<file path="config.mk">
export PLATFORM = sky130hd
export DESIGN_NAME = tdpc_timer
export DESIGN_NICKNAME = d
export VERILOG_FILES = /design/src/tdpc_pkg.sv /design/src/tdpc_prescale.sv /design/src/tdpc_timer.sv
export SDC_FILE = /design/constraint.sdc
export NUM_CORES = 1
export LEC_CHECK = 0
export BUFFER_PORTS_ARGS = -buffer_cell sky130_fd_sc_hd__buf_2
export CORE_AREA = 4 4 140 142
export DETAILED_ROUTE_END_ITERATION = 8
export DIE_AREA = 0 0 144 146
export PLACE_DENSITY = 0.66
export SLEW_MARGIN = 10
export SYNTH_ARGS = -nofsm -noshare
export SYNTH_HDL_FRONTEND = slang
export SYNTH_SLANG_ARGS = --single-unit
export TNS_END_PERCENT = 1
</file>
<file path="constraint.sdc">
create_clock -name REF_CLK -period 3.36 [get_ports REF_CLK]
set_clock_uncertainty 0.2 [all_clocks]
set_input_delay 0.504 -clock REF_CLK [delete_from_list [all_inputs] [get_ports REF_CLK]]
set_output_delay 0.504 -clock REF_CLK [all_outputs]
set_load 0.05 [all_outputs]
</file>
<file path="src/tdpc_pkg.sv">
// shared constants and types for the dual pwm / capture timer
package tdpc_pkg;
   // ---------------------------------------------------------------
   // register word indexes, byte address is index times four
   // ---------------------------------------------------------------
   localparam logic [3:0] IDX_CNT_HI = 4'h0;
   localparam logic [3:0] IDX_CNT_LO = 4'h1;
   localparam logic [3:0] IDX_RLD_HI = 4'h2;
   localparam logic [3:0] IDX_RLD_LO = 4'h3;
   localparam logic [3:0] IDX_CMP_HI = 4'h4;
   localparam logic [3:0] IDX_CMP_LO = 4'h5;
   localparam logic [3:0] IDX_CTL0 = 4'h6;
   localparam logic [3:0] IDX_CTL1 = 4'h7;
   localparam logic [3:0] IDX_DEAD = 4'h8;
   localparam logic [3:0] IDX_IRQ_PEND = 4'h9;
   localparam logic [3:0] IDX_IRQ_MASK = 4'ha;
   // ---------------------------------------------------------------
   // field positions
   // ---------------------------------------------------------------
   localparam int CTL1_EN = 7;
   localparam int CTL1_POL = 6;
   localparam int CTL1_PRE_LSB = 3;
   localparam int CTL1_MODE_LSB = 0;
   localparam int CTL0_MODE_HI = 7;
   localparam int CTL0_GIE = 0;
   localparam int FIRST_TIMER_BIT = 5;
   localparam int SECOND_TIMER_BIT = 6;
   // ---------------------------------------------------------------
   // reset values and modes
   // ---------------------------------------------------------------
   localparam logic [15:0] CNT_RESTART = 16'h0001;
   localparam logic [15:0] CNT_RESET = 16'h0001;
   localparam logic [15:0] RLD_RESET = 16'hffff;
   localparam logic [7:0] IRQ_VALID = 8'h60;
   localparam logic [3:0] MODE_CONT = 4'h1;
   localparam logic [3:0] MODE_PWM = 4'h3;
   localparam logic [3:0] MODE_CAPTURE = 4'h4;
   localparam logic [3:0] MODE_CAPCMP = 4'h7;
   localparam logic [3:0] MODE_DUAL = 4'h8;

   typedef enum logic [2:0] {
      ST_IDLE = 3'b001,
      ST_WAIT_EDGE = 3'b010,
      ST_RUN = 3'b100
   } tdpc_phase_type;

   typedef struct packed {
      logic [15:0] cnt;
      logic [15:0] rld;
      logic [7:0] rld_tmp;
      logic [15:0] cmp;
      logic [7:0] hold;
      logic [7:0] ctl0;
      logic [7:0] ctl1;
      logic [7:0] dead;
      logic [7:0] pend;
      logic [7:0] mask;
      tdpc_phase_type phase;
      logic out_lvl;
      logic [7:0] dead_cnt;
      logic tout;
      logic toutn;
      logic toutn_oe;
      logic irq;
      logic tin_s1;
      logic tin_s2;
      logic tin_prev;
      logic a_wr;
      logic a_rd;
      logic [3:0] a_idx;
      logic ready;
      logic [31:0] rdata;
   } tdpc_state_type;
endpackage

</file>
<file path="src/tdpc_prescale.sv">
// prescaler that turns the system clock into a count enable pulse
`timescale 1ns/1ps
module tdpc_prescale
   import tdpc_pkg::*;
#(
   parameter int WIDTH = 7
) (
   input wire logic clk,
   input wire logic rst_n,
   input wire logic run,
   input wire logic [2:0] sel,
   output logic tick
);
   logic [WIDTH-1:0] div_q;
   logic [WIDTH-1:0] mask;

   // divide by two to the power of sel, so the pwm period scales by it
   assign mask = WIDTH'((1 << sel) - 1);
   assign tick = run && ((div_q & mask) == mask);

   always_ff @(posedge clk or negedge rst_n) begin
      if (!rst_n) begin
         div_q <= '0;
      end else if (!run) begin
         // restart so the first pass is a full prescale period
         div_q <= '0;
      end else begin
         div_q <= div_q + WIDTH'(1);
      end
   end
endmodule

</file>
<file path="src/tdpc_timer.sv">
// 16-bit timer with dual pwm, deadband and capture, on an ahb-lite slave
//
// Implementation choices: the AHB-Lite slave port and the address map.
`timescale 1ns/1ps
// Notes on behaviour
// - prescale, start level and transition polarity are programmable
// - pwm passes after the first restart counting from 0001h
// - dual mode turns the shared input pin into complement output
// - period is reload times prescale over clock frequency
// - first pass runs from the loaded start value up to reload
// - interrupt mask and enable are optional, set before enabling
// - capture/compare starts on first input edge, that edge no interrupt
// - elapsed time is capture minus start, times prescale
// - a timer event sets its pending bit, bit 6 or bit 5
// - global enable forwards pending requests, otherwise software polls
// - compare match flips the pwm output, polarity sets levels
// - capture modes store the count in the compare bytes
// - dual mode ignores the timer input
module tdpc_timer
   import tdpc_pkg::*;
#(
   parameter int IRQ_BIT = FIRST_TIMER_BIT
) (
   input wire logic REF_CLK,
   input wire logic NRST,
   input wire logic HSEL,
   input wire logic [31:0] HADDR,
   input wire logic [1:0] HTRANS,
   input wire logic HWRITE,
   input wire logic [2:0] HSIZE,
   input wire logic [31:0] HWDATA,
   input wire logic HREADY,
   output logic HREADYOUT,
   output logic [31:0] HRDATA,
   output logic HRESP,
   input wire logic TIN,
   output logic TOUT,
   output logic TOUTN,
   output logic TOUTN_OE,
   output logic IRQ
);
   tdpc_state_type q;
   tdpc_state_type d;
   logic tick;
   logic [3:0] mode;
   logic en;
   logic pol;
   logic is_dual;
   logic is_pwm;
   logic is_cap;
   logic is_capcmp;
   logic edge_now;
   logic event_now;
   logic [7:0] wb;

   assign mode = {q.ctl0[CTL0_MODE_HI], q.ctl1[CTL1_MODE_LSB +: 3]};
   assign en = q.ctl1[CTL1_EN];
   assign pol = q.ctl1[CTL1_POL];
   assign is_dual = (mode == MODE_DUAL);
   assign is_pwm = is_dual || (mode == MODE_PWM);
   assign is_cap = (mode == MODE_CAPTURE);
   assign is_capcmp = (mode == MODE_CAPCMP);
   assign wb = HWDATA[7:0];
   // polarity picks the qualifying edge; dual mode has no input at all
   assign edge_now = !is_dual && (q.tin_s2 != q.tin_prev) && (q.tin_s2 != pol);

   tdpc_prescale #(
      .WIDTH(7)
   ) u_pre (
      .clk(REF_CLK),
      .rst_n(NRST),
      .run(en && (q.phase == ST_RUN || (q.phase == ST_WAIT_EDGE && edge_now))),
      .sel(q.ctl1[CTL1_PRE_LSB +: 3]),
      .tick(tick)
   );

   // ---------------------------------------------------------------
   // next state
   // ---------------------------------------------------------------
   always_comb begin
      d = q;
      event_now = 1'b0;
      d.tin_s1 = TIN;
      d.tin_s2 = q.tin_s1;
      d.tin_prev = q.tin_s2;
      // counting and pwm
      case (q.phase)
         ST_IDLE: begin
         end
         ST_WAIT_EDGE: begin
            if (edge_now) begin
               d.phase = ST_RUN;
               // prescaler starts on this edge, so start-to-capture spans match
               if (tick) begin
                  d.cnt = q.cnt + 16'h0001;
               end
            end
         end
         ST_RUN: begin
            if ((is_cap || is_capcmp) && edge_now) begin
               d.cmp = q.cnt;
               event_now = 1'b1;
               if (is_capcmp) begin
                  d.cnt = CNT_RESTART;
               end
            end else if (tick) begin
               if (q.cnt == q.rld) begin
                  // reload restarts at 0001h whatever the start value was
                  d.cnt = CNT_RESTART;
                  event_now = 1'b1;
                  d.out_lvl = is_pwm ? pol : !q.out_lvl;
               end else begin
                  d.cnt = q.cnt + 16'h0001;
                  if (is_pwm && q.cnt == q.cmp) begin
                     d.out_lvl = !pol;
                  end
               end
            end
         end
         default: begin
            d.phase = ST_IDLE;
         end
      endcase
      // deadband counts system clocks, not prescaled ticks
      if (d.out_lvl != q.out_lvl) begin
         d.dead_cnt = q.dead;
      end else if (q.dead_cnt != 8'h00) begin
         d.dead_cnt = q.dead_cnt - 8'h01;
      end
      // ahb data phase: writes land here, before reads and flags
      if (q.a_wr) begin
         case (q.a_idx)
            IDX_CNT_HI: d.cnt[15:8] = wb;
            IDX_CNT_LO: d.cnt[7:0] = wb;
            IDX_RLD_HI: d.rld_tmp = wb;
            IDX_RLD_LO: d.rld = {q.rld_tmp, wb};
            IDX_CMP_HI: d.cmp[15:8] = wb;
            IDX_CMP_LO: d.cmp[7:0] = wb;
            IDX_CTL0: d.ctl0 = wb;
            IDX_DEAD: d.dead = wb;
            IDX_IRQ_PEND: d.pend = wb & IRQ_VALID;
            IDX_IRQ_MASK: d.mask = wb & IRQ_VALID;
            IDX_CTL1: begin
               d.ctl1 = wb;
               if (!wb[CTL1_EN]) begin
                  d.phase = ST_IDLE;
               end else if (!en) begin
                  // enabling is the step that starts the timer
                  d.phase = (wb[2:0] == MODE_CAPCMP[2:0] && !q.ctl0[CTL0_MODE_HI]) ?
                     ST_WAIT_EDGE : ST_RUN;
                  d.out_lvl = wb[CTL1_POL];
                  // a level change at enable is a transition too, so it gets the gap
                  d.dead_cnt = (wb[CTL1_POL] != q.out_lvl) ? q.dead : 8'h00;
               end
            end
            default: begin
            end
         endcase
      end
      d.ready = 1'b1;
      if (q.a_rd) begin
         d.rdata = 32'h0000_0000;
         case (q.a_idx)
            IDX_CNT_HI: begin
               d.rdata[7:0] = q.cnt[15:8];
               d.hold = q.cnt[7:0];
            end
            IDX_CNT_LO: d.rdata[7:0] = en ? q.hold : q.cnt[7:0];
            IDX_RLD_HI: d.rdata[7:0] = q.rld[15:8];
            IDX_RLD_LO: d.rdata[7:0] = q.rld[7:0];
            IDX_CMP_HI: d.rdata[7:0] = q.cmp[15:8];
            IDX_CMP_LO: d.rdata[7:0] = q.cmp[7:0];
            IDX_CTL0: d.rdata[7:0] = q.ctl0;
            IDX_CTL1: d.rdata[7:0] = q.ctl1;
            IDX_DEAD: d.rdata[7:0] = q.dead;
            IDX_IRQ_PEND: begin
               d.rdata[7:0] = q.pend;
               d.pend = 8'h00; // read clears, new events below still win
            end
            IDX_IRQ_MASK: d.rdata[7:0] = q.mask;
            default: begin
            end
         endcase
      end
      if (event_now) begin
         d.pend[IRQ_BIT] = 1'b1;
      end
      // address phase: reads take one wait state so hrdata is a flop
      d.a_wr = 1'b0;
      d.a_rd = 1'b0;
      if (HSEL && HTRANS[1] && HREADY && q.ready) begin
         d.a_idx = HADDR[5:2];
         d.a_wr = HWRITE;
         d.a_rd = !HWRITE;
         d.ready = HWRITE;
      end
      // pins
      d.toutn_oe = (d.ctl0[CTL0_MODE_HI] && d.ctl1[2:0] == MODE_DUAL[2:0]);
      if (d.toutn_oe && d.dead_cnt != 8'h00) begin
         d.tout = 1'b0;
         d.toutn = 1'b0;
      end else begin
         d.tout = d.out_lvl;
         d.toutn = d.toutn_oe && !d.out_lvl;
      end
      d.irq = d.ctl0[CTL0_GIE] && |(d.pend & d.mask);
   end

   always_ff @(posedge REF_CLK or negedge NRST) begin
      if (!NRST) begin
         q <= '0;
         q.cnt <= CNT_RESET;
         q.rld <= RLD_RESET;
         q.phase <= ST_IDLE;
         q.ready <= 1'b1;
      end else begin
         q <= d;
      end
   end

   assign HREADYOUT = q.ready;
   assign HRDATA = q.rdata;
   assign HRESP = 1'b0;
   assign TOUT = q.tout;
   assign TOUTN = q.toutn;
   assign TOUTN_OE = q.toutn_oe;
   assign IRQ = q.irq;

   // ---------------------------------------------------------------
   // assertions
   // ---------------------------------------------------------------
   property p_restart;
      @(posedge REF_CLK) disable iff (!NRST)
         (q.phase == ST_RUN && is_pwm && tick && q.cnt == q.rld && !q.a_wr)
         |=> q.cnt == 16'h0001;
   endproperty
   a_restart: assert property (p_restart) else $error("count not restarted at 1");

   property p_pin_dir;
      @(posedge REF_CLK) disable iff (!NRST)
         !q.a_wr |=> TOUTN_OE == $past(is_dual);
   endproperty
   a_pin_dir: assert property (p_pin_dir) else $error("shared pin direction wrong");

   property p_no_overlap;
      @(posedge REF_CLK) disable iff (!NRST)
         !(TOUT && TOUTN);
   endproperty
   a_no_overlap: assert property (p_no_overlap) else $error("both outputs high");

   property p_deadband;
      @(posedge REF_CLK) disable iff (!NRST)
         (is_dual && $changed(q.out_lvl) && q.dead != 8'h00) |-> (!TOUT && !TOUTN);
   endproperty
   a_deadband: assert property (p_deadband) else $error("no deadband gap");

   property p_first_edge;
      @(posedge REF_CLK) disable iff (!NRST)
         (q.phase == ST_WAIT_EDGE && edge_now && !q.a_wr && !q.a_rd)
         |=> q.phase == ST_RUN && q.pend[IRQ_BIT] == $past(q.pend[IRQ_BIT]);
   endproperty
   a_first_edge: assert property (p_first_edge) else $error("first edge mishandled");

   property p_pend_set;
      @(posedge REF_CLK) disable iff (!NRST)
         event_now |=> q.pend[IRQ_BIT] && (IRQ || !(q.ctl0[CTL0_GIE] && q.mask[IRQ_BIT]));
   endproperty
   a_pend_set: assert property (p_pend_set) else $error("pending bit not set");

   property p_irq_out;
      @(posedge REF_CLK) disable iff (!NRST)
         IRQ == (q.ctl0[CTL0_GIE] && |(q.pend & q.mask));
   endproperty
   a_irq_out: assert property (p_irq_out) else $error("irq output wrong");

   property p_capture;
      @(posedge REF_CLK) disable iff (!NRST)
         (q.phase == ST_RUN && (is_cap || is_capcmp) && edge_now && !q.a_wr)
         |=> q.cmp == $past(q.cnt);
   endproperty
   a_capture: assert property (p_capture) else $error("capture value lost");

   property p_prescale;
      @(posedge REF_CLK) disable iff (!NRST)
         (tick && q.ctl1[CTL1_PRE_LSB +: 3] != 3'h0 && !q.a_wr) |=> !tick;
   endproperty
   a_prescale: assert property (p_prescale) else $error("prescale tick too fast");

   property p_count_up;
      @(posedge REF_CLK) disable iff (!NRST)
         (q.phase == ST_RUN && is_pwm && tick && q.cnt != q.rld && !q.a_wr)
         |=> q.cnt == $past(q.cnt) + 16'h0001;
   endproperty
   a_count_up: assert property (p_count_up) else $error("count did not step up");

   property p_match;
      @(posedge REF_CLK) disable iff (!NRST)
         (q.phase == ST_RUN && is_pwm && tick && q.cnt == q.cmp && q.cnt != q.rld && !q.a_wr)
         |=> q.out_lvl == !pol;
   endproperty
   a_match: assert property (p_match) else $error("compare match did not flip");

   property p_capcmp_restart;
      @(posedge REF_CLK) disable iff (!NRST)
         (q.phase == ST_RUN && is_capcmp && edge_now && !q.a_wr)
         |=> q.cnt == CNT_RESTART;
   endproperty
   a_capcmp_restart: assert property (p_capcmp_restart) else $error("no restart");

   property p_dual_no_input;
      @(posedge REF_CLK) disable iff (!NRST)
         (is_dual && !q.a_wr) |=> q.cmp == $past(q.cmp);
   endproperty
   a_dual_no_input: assert property (p_dual_no_input) else $error("dual mode captured");
endmodule

</file>
**After elaboration in Yosys (flattened, before gate mapping)**

Index checks and enable logic that the tools add are counted.

- Bits in registers: 145
- Input bits: 75
- Output and inout port bits: 38
- Logic and storage cells: 146

- $add $sub $neg: 4
- Equal/unequal tests: 25
- Shift-type cells: 1
- Multiplexer cells: 50
- Bitwise operators: 2
- Reductions and logical operators: 36

Operators with widths:

| operator | count |
|---|---|
| $mux W16 | 9 |
| $mux W8 | 16 |
| $pmux W8 S11 | 1 |
| $mux W56 | 1 |
| $mux W52 | 1 |
| $eq A16 B16 Y1 | 2 |
| $pmux W16 S2 | 1 |
| $eq A4 B3 Y1 const B | 6 |
| $mux W12 | 2 |
| $add A16 B1 Y16 const B | 1 |
| $eq A4 B4 Y1 const B | 4 |
| $reduce_bool A8 Y1 | 2 |
| $logic_and A1 B1 Y1 | 15 |
| $mux W7 | 2 |
| $eq A4 B2 Y1 const B | 3 |
| $reduce_and A2 Y1 | 6 |
| $mux W1 | 11 |
| $mux W3 | 3 |
| $mux W9 | 1 |
| $and A8 B8 Y8 | 1 |
| $reduce_or A8 Y1 | 1 |
| $sub A8 B1 Y8 const B | 1 |
| $add A7 B1 Y7 const B | 1 |
| $and A7 B7 Y7 | 1 |
| 15 further kinds | 26 |

**Logic depth before layout (Yosys ltp)**

Gate-level depths: netlist of the first run.

- Depth after elaboration: 23
- Mapped depth: 11
- Mapped depth without buffers: 9

**By module**

A second synthesis of the first run with hierarchy kept.

- Cells, all modules: 849
- Area total of the unflattened synthesis: 8490.6 µm²

By module, submodules not included:

| module | instances | cells each | area each (µm²) | sequential area each (µm²) |
|---|---|---|---|---|
| tdpc_timer | 1 | 812 | 8130.3 | 3477.1 |
| tdpc_prescale | 1 | 37 | 360.3 | 175.2 |

**Least setup slack after synthesis of the first run**

OpenSTA, ideal clock, no wires.

- Path kind: flip-flop to flip-flop
- From: reg q, in the netlist pol
- To: reg q[156] in the netlist's numbering
- Library setup time: 0.126 ns
- Arrival time: 2.463 ns
- Data required time: 3.034 ns
- Path slack: 0.571 ns
- Cell stages (with the launch flop): 10
- Buffers on the path: 2
- Period minus slack after synthesis: 2.789 ns
- Cells stage by stage: dfrtp_1 -> or3b_4 -> a211oi_2 -> o21ai_2 -> or3_1 -> buf_2 -> buf_2 -> o21ai_0 -> o31ai_1 -> a221o_1

RTL lines:

| item | line | source |
|---|---|---|
| start: declaration | tdpc_timer.sv:42 | `tdpc_state_type q;` |

==> flow_summary_export.csv, run 1 <==
group,metric,value,unit
status,status,"finished, final reports clean",
drt,drtPass1Iterations,5,
timing,rsz0062_at_grt,"no",
synthesis,yosys.cell_types.count,74,
cts,cts.sinks,145,
cells_and_area,register_area,0.003652,mm^2
cts,numCtsBuffers,17,
floorplan,fp.dieW,144,um
synthesis,synth_seq_cells,145,
worst_setup_path,cp_data_arrival_time,3130,ps
worst_setup_path,critPathKind,"reg -> reg",
cells_and_area,layout-drive-gt1-share,21.88,%
synthesis,netlist_area,0.008507,mm^2
pwr,leakage,4.079,nW
floorplan,dieArea,0.02102,mm^2
cells_and_area,n_fill_cell,1677,
cells_and_area,multiInputGateArea,0.004420,mm^2
worst_setup_path,path_cells,"nor4b_2, a31oi_1, nand4b_1, or4_1, a21o_1, o21ai_2, o2bb2ai_1, and3b_1",
drt,routed_wl,24940,um
floorplan,core,0.01846,mm^2
drt,final_antenna_net_count,0,
global_route,grt_pass1_vias,6720,
global_route,track_usage,24.48,%
cts,post_cts_buffers,0,
timing,fin_crit,3009,ps
place,place_congestion,0.9695,
global_route,grt_pass1_wl,39150,um
floorplan,fp-row-count,50,
place,io_buffer_count,31,
timing,hold_viol_final,0,
cts,cts.htree.levels,4,
drt,drtIter0Drc,632,
cts,clk_pin_slew,60,ps
timing,maxSlewHeadroom,54.21,%
worst_setup_path,critPathMaxStageDelay,540,ps
timing,hold_ws,102.8,ps
timing,worst_pin_slew,685.3,ps
timing,setup_violations,0,
global_route,antenna_found_initial,0,
worst_setup_path,worstPathRequired,3480,ps
flow_run,cap_violations,0,
floorplan,start_util,46.09,%
place,dp_hpwl,17740,um
floorplan,num_io_pins,113,
cells_and_area,antenna_cells,0,
synthesis,synthesis.instances,871,
synthesis,ys_seq_area_share,42.93,%
drt,drc,0,
drt,wire_per_inst,21.89,um
cells_and_area,area_growth_syn_to_layout,11.21,%
timing,finalCritPeriodShare,89.55,%
worst_setup_path,cp_max_fo,9,
worst_hold_path,min_path_type,"in -> reg",
timing,max_freq,0.3323,GHz
pwr,p_per_area,619.2,mW/mm^2
worst_setup_path,cp-end-kind,"flip-flop",
cts,cts_tree,"yes",
synthesis,yosys_warnings,0,
cells_and_area,nNetsFinal,971,
synthesis,synth-edff-count,0,
global_route,grt_max_degree,70,
synthesis,synth-async-reset-ratio,100.0,%
synthesis,yosys_most_used_dff,"dfrtp_1",
global_route,grt_overflow,0,
timing,fin_tns_setup,0,ps
cts,cts.path.max_buffers,2,
timing,slew_violations,0,
cts,root_buffer,"clkbuf_16",
cts,worstSkewPairLatency,430,ps
drt,vias_per_cell,6.108,
synthesis,syn_avg_cell_area,9.767,um^2
pwr,vdd_drop_max,401.5,uV
drt,vias,6957,
floorplan,die_y,146,um
worst_setup_path,startpoint_type,"flip-flop",
worst_setup_path,cp_slowest_cell,"or4_1",
==> synth_stat cells, drive strengths merged, types with 19 or more instances <==
cell type / n / share of area [%]
dfstp: 19 / 5.9
o21ai: 41 / 2.5
buf: 47 / 3.6
mux2i: 33 / 3.9
clkbuf: 43 / 1.9
xnor2: 26 / 2.7
mux2: 68 / 9.0
nor2: 81 / 3.6
dfrtp: 126 / 37
nand3: 28 / 1.6
nor2b: 24 / 1.8
xor2: 23 / 2.4
a21oi: 55 / 3.2
nand2: 58 / 2.6
==> metrics by stage <==
step           power, mW  instances  setup WS (ps)  instance area (um^2)  util, %
3_3_place_gp       3.923       1105          427.2                  8855    47.98
4_1_cts            5.860       1139          365.0                  9460    51.26
6_report           5.858       1139          351.0                  9460    51.26
3_5_place_dp       3.941       1105          374.4                  8855    47.98
5_1_grt            6.151       1139          161.0                  9460    51.26
2_1_floorplan      3.502        895          571.5                  8597        -
==> cell type report <==
| cell class | instances | share of cell area (%) |
|---|---|---|
| clock inverter | 15 | 1.693 |
| clock buffer | 17 | 4.497 |
| inverter | 12 | 0.4761 |
| multi-input combinational | 647 | 46.73 |
| sequential | 145 | 38.61 |
| tap | 234 | 3.095 |
| timing repair buffer | 69 | 4.907 |
==> routing by layer <==
layer | up-vias | track usage, % | wire (um)
li1 | 3152 | - | -
met1 | 3408 | 34.79 | 10670
met2 | 334 | 35.50 | 11230
met3 | 63 | 5.258 | 1987
met4 | 0 | 11.49 | 1047
met5 | - | 0 | 0
==> placed cells by master (no fill, tap or decap), types with 6 or more instances in the layout <==
cell / instances
dfrtp_1: 126
nor2_1: 81
mux2_2: 68
nand2_1: 58
a21oi_1: 55
o21ai_0: 38
buf_4: 35
mux2i_1: 33
buf_2: 30
nand3_1: 28
xnor2_1: 26
conb_1: 25
nor2b_1: 24
xor2_1: 23
dfstp_2: 19
clkbuf_16: 17
nor4_1: 14
inv_1: 11
nor3_1: 11
a311oi_1: 11
and3_1: 11
nand2b_1: 10
a221o_1: 10
a22oi_1: 9
o31ai_1: 9
o2bb2ai_1: 8
a32oi_1: 7
nand4_1: 6
==> state kept, by name, indices dropped and copies added (netlist names), 2 cells and up <==
name,cells
HRDATA,8
d,2
mode,4
q,117
u_pre.div_q,7
==> kinds of logic after synthesis <==
group	Yosys count	synth area share, %
flip-flops	145	42.93
multiplexers	102	13.15
other	1	0.04408
AO/OA/AOI/OAI	200	16.37
adder cells (fa/ha/maj)	4	0.5883
AND/OR/NAND/NOR	267	15.71
XOR/XNOR	49	5.045
buffers and inverters	103	6.163
==> timing repair <==
| item | 4_1_cts | 5_1_grt |
|---|---|---|
| endpoints found under the hold margin | 56 | 0 |
| setup endpoints to repair | 0 | 0 |
| resized for setup | 0 | 0 |
| hold buffers | 2 | 0 |
==> worst paths after layout <==
| kind | from | slack [ps] | depth (start not counted) | endpoint |
|---|---|---|---|---|
| min in group asynchronous | NRST | 450 | 2 | q[152] |
| worst min register to register | d[40] | 170 | 0 | d[39] |
| max in group asynchronous | NRST | 1720 | 3 | q[55] |
| worst min-delay path | HADDR[5] | 100 | 2 | q[36] |
| worst max-delay path | mode[1] | 350 | 8 | TOUTN |
| worst max register to register | mode[1] | 350 | 8 | TOUTN |
==> worst max-delay path, delay by kind of cell, from the launching register on <==
family          cells  cell delay [ps]
compound gates      4              760
simple gates        4             1450
flops               1              480
==> where the power goes <==
group          internal [mW]  total [mW]  switching [mW]  leakage, nW
logic                  0.609        1.47           0.866         1.99
registers               2.04        2.48           0.431         1.80
clock network           1.06        1.91           0.853        0.289
Power figures use the tool's default switching activity.
==> run 2: changes to the inputs <==
Settings changed: RECOVER_POWER set to 100.
==> run 2 against run 1 <==
  * Critical path depth shrank 1
  * Total power down 0.51%
  * Clock power about the same
  * The run now ends with capacitance limit, slew limit left
  * Fmax decreased by 5.1%
  * Combinational power hardly changed
==> flow_summary_export.csv, run 2 (same netlist as run 1, synthesis figures left out) <==
group,metric,value,unit
status,status,"complete, but fails checks",
status,violations,"capacitance limit, slew limit",
pwr,p_comb_share,24.9,%
cells_and_area,nNetsFinal,971,
cts,numCtsBuffers,17,
timing,hold_ws,103.1,ps
worst_setup_path,critPathKind,"reg -> reg",
cts,clk_pin_slew,70,ps
worst_setup_path,cp_data_arrival_time,3340,ps
global_route,grt_max_degree,70,
drt,vias_per_cell,6.092,
cts,post_cts_buffers,0,
place,io_buffer_count,31,
cells_and_area,n_fill_cell,1706,
global_route,grt_pass1_wl,39150,um
drt,routed_wl,24980,um
pwr,pwr-share-seq,42.4,%
pwr,clkPwrFrac,32.7,%
timing,fin_crit,3170,ps
pwr,vdd_drop_max,402.0,uV
global_route,track_usage,24.48,%
cts,cts_tree,"yes",
floorplan,num_io_pins,113,
drt,drtIter0Drc,700,
worst_setup_path,worstPathRequired,3530,ps
pwr,p_sw_share,36.73,%
place,place_congestion,0.9695,
timing,fin_tns_setup,0,ps
cells_and_area,final_common_cell,"dfrtp_1",
timing,rsz0062_at_grt,"no",
cells_and_area,regMostFlops,"q",
worst_hold_path,min_path_type,"in -> reg",
place,dp_hpwl,17740,um
worst_setup_path,cp-end-kind,"flip-flop",
timing,finalCritPeriodShare,94.34,%
pwr,finalPower,5.828,mW
global_route,antenna_found_initial,0,
cells_and_area,layout-drive-gt1-share,18.78,%
floorplan,fp-row-count,50,
cts,cts.repair.resized,0,
global_route,grt_overflow,0,
drt,wire_per_inst,21.93,um
drt,final_antenna_net_count,0,
flow_run,cap_violations,1,
pwr,p_int,3.687,mW
cells_and_area,register_area,0.003652,mm^2
drt,drtPass1Iterations,6,
timing,hold_viol_final,0,
floorplan,dieArea,0.02102,mm^2
cells_and_area,largest_register_ffs,117,
timing,setup_violations,0,
cts,cts.sinks,145,
cts,root_buffer,"clkbuf_16",
place,placed_area,0.008855,mm^2
timing,max_freq,0.3155,GHz
timing,worst_pin_slew,1762,ps
floorplan,fp.dieW,144,um
cells_and_area,mostFrequentLayoutCells,"dfrtp_1, nor2_1, mux2_2, nand2_1, a21oi_1",
cts,cts.path.max_buffers,2,
cells_and_area,area_growth_syn_to_layout,10.02,%
global_route,grt_pass1_vias,6720,
drt,drc,0,
cells_and_area,fin_util,50.71,%
drt,vias,6939,
pwr,p_sw,2.141,mW
cells_and_area,antenna_cells,0,
cells_and_area,postLayoutCellArea,0.009359,mm^2
cts,worstSkewPairLatency,430,ps
timing,maxSlewHeadroom,-17.44,%
pwr,leakage,3.996,nW
floorplan,core,0.01846,mm^2
cts,cts.htree.levels,4,
cells_and_area,multiInputGateArea,0.004393,mm^2
worst_setup_path,startpoint_type,"flip-flop",
pwr,p_per_area,622.7,mW/mm^2
floorplan,start_util,46.09,%
worst_setup_path,cp_max_fo,12,
timing,slew_violations,70,
floorplan,die_y,146,um
-- run 2: cell types whose count changed in the layout (fill, tap and decap cells not counted), sizes merged --
cell,previous run,this run
buf,67,40
clkbuf,17,44
-- run 2: area by class of cell --
class                           count  share of cell area [%]
Clock buffer                       17                   4.545
Clock inverter                     15                   1.711
Inverter                           12                  0.4813
Multi-Input combinational cell    647                   46.94
Sequential cell                   145                   39.02
Tap cell                          234                   3.128
Timing Repair Buffer               69                   4.171
-- run 2: layer usage --
layer,part of all wire (%),up-vias,track usage [%]
met2,45,306,35.50
met1,43,3403,34.79
met5,0,-,0
met4,4.4,0,11.49
li1,-,3163,-
met3,7.5,67,5.258
-- run 2: final timing paths --
check,end,startpoint,cells past startpoint,slack [ps]
worst min register to register,d[39],d[40],0,170
max in group asynchronous,q[72],NRST,3,570
worst min-delay path,q[36],HADDR[5],2,100
worst max register to register,TOUTN,q[34],7,190
worst max-delay path,TOUTN,q[34],7,190
min in group asynchronous,q[152],NRST,2,860
-- run 2: stage by stage --
stage	cells	setup WS [ps]
floorplan	895	571.5
global placement	1105	427.2
detailed placement	1105	374.4
CTS	1139	365.0
global route	1139	89.53
finish	1139	190.3
-- run 2: power groups by stage --
stage | clock network (mW) | registers (mW) | logic (mW)
final | 1.91 | 2.47 | 1.45
after global routing | 2.03 | 2.51 | 1.59
after CTS | 1.94 | 2.46 | 1.46
after detailed placement | 0 | 2.49 | 1.45
after global placement | 0 | 2.48 | 1.44
after floorplan | 0 | 2.25 | 1.25
-- run 2: what timing repair did --
| action | in CTS | in global routing |
|---|---|---|
| endpoints found under the setup margin | 0 | 0 |
| hold endpoints to repair | 56 | 0 |
| hold buffers | 2 | 0 |
-- run 2: worst max-delay path, stage by stage (launching register included) --
cell	delay (ps)
dfrtp_1	500
nand2_1	200
inv_1	70
nand3_1	210
clkbuf_1	630
mux2_2	430
nor4b_1	610
and3b_1	240
==> run 3: changes to the inputs <==
Settings changed: PLACE_DENSITY 0.66 to 0.77.
==> run 3 against run 2 <==
  * The run still ends with capacitance limit, slew limit left
  * Sequential cell count unchanged
  * Combinational power about the same
  * Worst setup slack lost 36 ps
  * Via count increased by 1.4%
  * Critical endpoint is now q[156]
  * Largest cell class unchanged
==> flow_summary_export.csv, run 3 (same netlist as run 1, synthesis figures left out) <==
group,metric,value,unit
status,status,"complete, but fails checks",
status,violations,"capacitance limit, slew limit",
pwr,pwr-share-seq,43.4,%
cts,clk_pin_slew,60,ps
drt,vias,7034,
worst_setup_path,cpMostUsedCell,"clkbuf_1",
worst_setup_path,critPathTopFamily,"buffers and inverters",
worst_setup_path,cp-end-kind,"flip-flop",
worst_setup_path,reg2reg_slack,150,ps
worst_setup_path,worstPathRequired,3470,ps
cells_and_area,multiInputGateArea,0.004414,mm^2
place,dp_hpwl,17380,um
global_route,grt_pass1_wl,38840,um
pwr,p_sw_share,37.15,%
cts,worstSkewPairLatency,440,ps
cells_and_area,mostFrequentLayoutCells,"dfrtp_1, nor2_1, mux2_2, nand2_1, a21oi_1",
worst_setup_path,cp_data_arrival_time,3310,ps
timing,maxSlewHeadroom,-11.05,%
drt,vias_per_cell,6.208,
timing,hold_ws,98.75,ps
floorplan,start_util,46.09,%
cells_and_area,largest_register_ffs,117,
pwr,p_int,3.590,mW
cts,cts.sinks,145,
worst_hold_path,hold_depth,2,
floorplan,fp.dieW,144,um
worst_hold_path,hold_path_end,"q[36]",
pwr,vdd_drop_max,323.1,uV
drt,routed_wl,24730,um
cts,post_cts_buffers,0,
global_route,track_usage,23.90,%
worst_hold_path,hold_start,"HADDR[5]",
timing,max_freq,0.3120,GHz
timing,fin_tns_setup,0,ps
cells_and_area,final_common_cell,"dfrtp_1",
cells_and_area,register_area,0.003652,mm^2
worst_setup_path,startpoint_type,"flip-flop",
worst_setup_path,critPathMaxStageDelay,540,ps
cells_and_area,n_fill_cell,1681,
cells_and_area,nNetsFinal,965,
worst_setup_path,path_buf_inv,3,
drt,final_antenna_net_count,0,
flow_run,cap_violations,1,
worst_setup_path,r2r-end,"q[156]",
timing,fin_crit,3205,ps
timing,slew_violations,68,
drt,wire_per_inst,21.82,um
drt,drtIter0Drc,870,
timing,setup_violations,0,
place,io_buffer_count,31,
drt,drtPass1Iterations,5,
worst_setup_path,path_cells,"clkbuf_1, nor4_1, clkbuf_1, and2_0, clkbuf_2, a311oi_1, a221o_1",
cts,cts.htree.levels,4,
global_route,grt_overflow,0,
pwr,clkPwrFrac,31.3,%
cts,root_buffer,"clkbuf_16",
cts,cts.path.max_buffers,2,
cts,cts_tree,"yes",
pwr,finalPower,5.712,mW
global_route,grt_pass1_vias,6863,
cells_and_area,fin_util,50.47,%
place,place_congestion,0.9805,
floorplan,core,0.01846,mm^2
cells_and_area,regMostFlops,"q",
pwr,p_comb_share,25.3,%
pwr,leakage,3.951,nW
global_route,antenna_found_initial,0,
floorplan,dieArea,0.02102,mm^2
worst_setup_path,cp_max_fo,19,
timing,worst_pin_slew,1666,ps
floorplan,num_io_pins,113,
drt,drc,0,
timing,rsz0062_at_grt,"no",
worst_setup_path,cp_slowest_cell,"and2_0",
timing,hold_viol_final,0,
timing,finalCritPeriodShare,95.40,%
pwr,p_per_area,613.3,mW/mm^2
worst_setup_path,reg2reg_depth,7,
floorplan,fp-row-count,50,
cts,numCtsBuffers,17,
cells_and_area,antenna_cells,0,
floorplan,die_y,146,um
worst_hold_path,min_path_type,"in -> reg",
worst_setup_path,r2r-start,"q[34]",
cells_and_area,layout-drive-gt1-share,18.35,%
cells_and_area,area_growth_syn_to_layout,9.487,%
pwr,p_sw,2.122,mW
global_route,grt_max_degree,69,
worst_setup_path,critPathKind,"reg -> reg",
==> run 3: how the worst max path moves through the flow <==
stage             from      to  slack [ps]  cells past startpoint
3_5_place_dp       pol  q[152]         180                      8
2_1_floorplan      pol  q[156]         570                      9
6_report         q[34]  q[156]         150                      7
5_1_grt        mode[3]  q[155]          30                      9
3_3_place_gp       pol  q[151]         280                      8
4_1_cts            pol  q[152]         160                      8
==> run 3: per-stage QoR <==
| stage | worst slack, ps | std cells | instance area, um^2 |
|---|---|---|---|
| after floorplan | 571.5 | 895 | 8597 |
| after global placement | 276.8 | 1099 | 8810 |
| after detailed placement | 176.3 | 1099 | 8810 |
| after CTS | 164.3 | 1133 | 9382 |
| after global routing | 28.99 | 1133 | 9314 |
| final | 154.5 | 1133 | 9314 |
==> run 3: routing by layer <==
layer	vias to the layer above	share of wire (%)	GRT usage, %
met3	81	9.1	5.258
met4	0	4.8	12.57
met1	3424	41	32.86
li1	3142	-	-
met2	387	45	35.10
met5	-	0	0
==> run 3: power groups by stage <==
stage | clock network (mW) | registers [mW] | logic, mW
after floorplan | 0 | 2.25 | 1.25
after global placement | 0 | 2.47 | 1.41
after detailed placement | 0 | 2.48 | 1.44
after CTS | 1.81 | 2.46 | 1.45
after global routing | 1.91 | 2.51 | 1.57
final | 1.79 | 2.48 | 1.45
==> run 3: final cells by class <==
class	instances	area share [%]
clock buffers	17	4.567
clock inverters	15	1.357
inverters	12	0.4836
multi-input cells	647	47.39
flip-flops and latches	145	39.21
well taps	234	3.143
repair buffers	63	3.842
==> run 3: what timing repair did <==
item / in CTS / in global routing
endpoints found under the hold margin: 52 / 0
resized for setup: 0 / 1
hold buffers: 2 / 0
endpoints found under the setup margin: 0 / 3
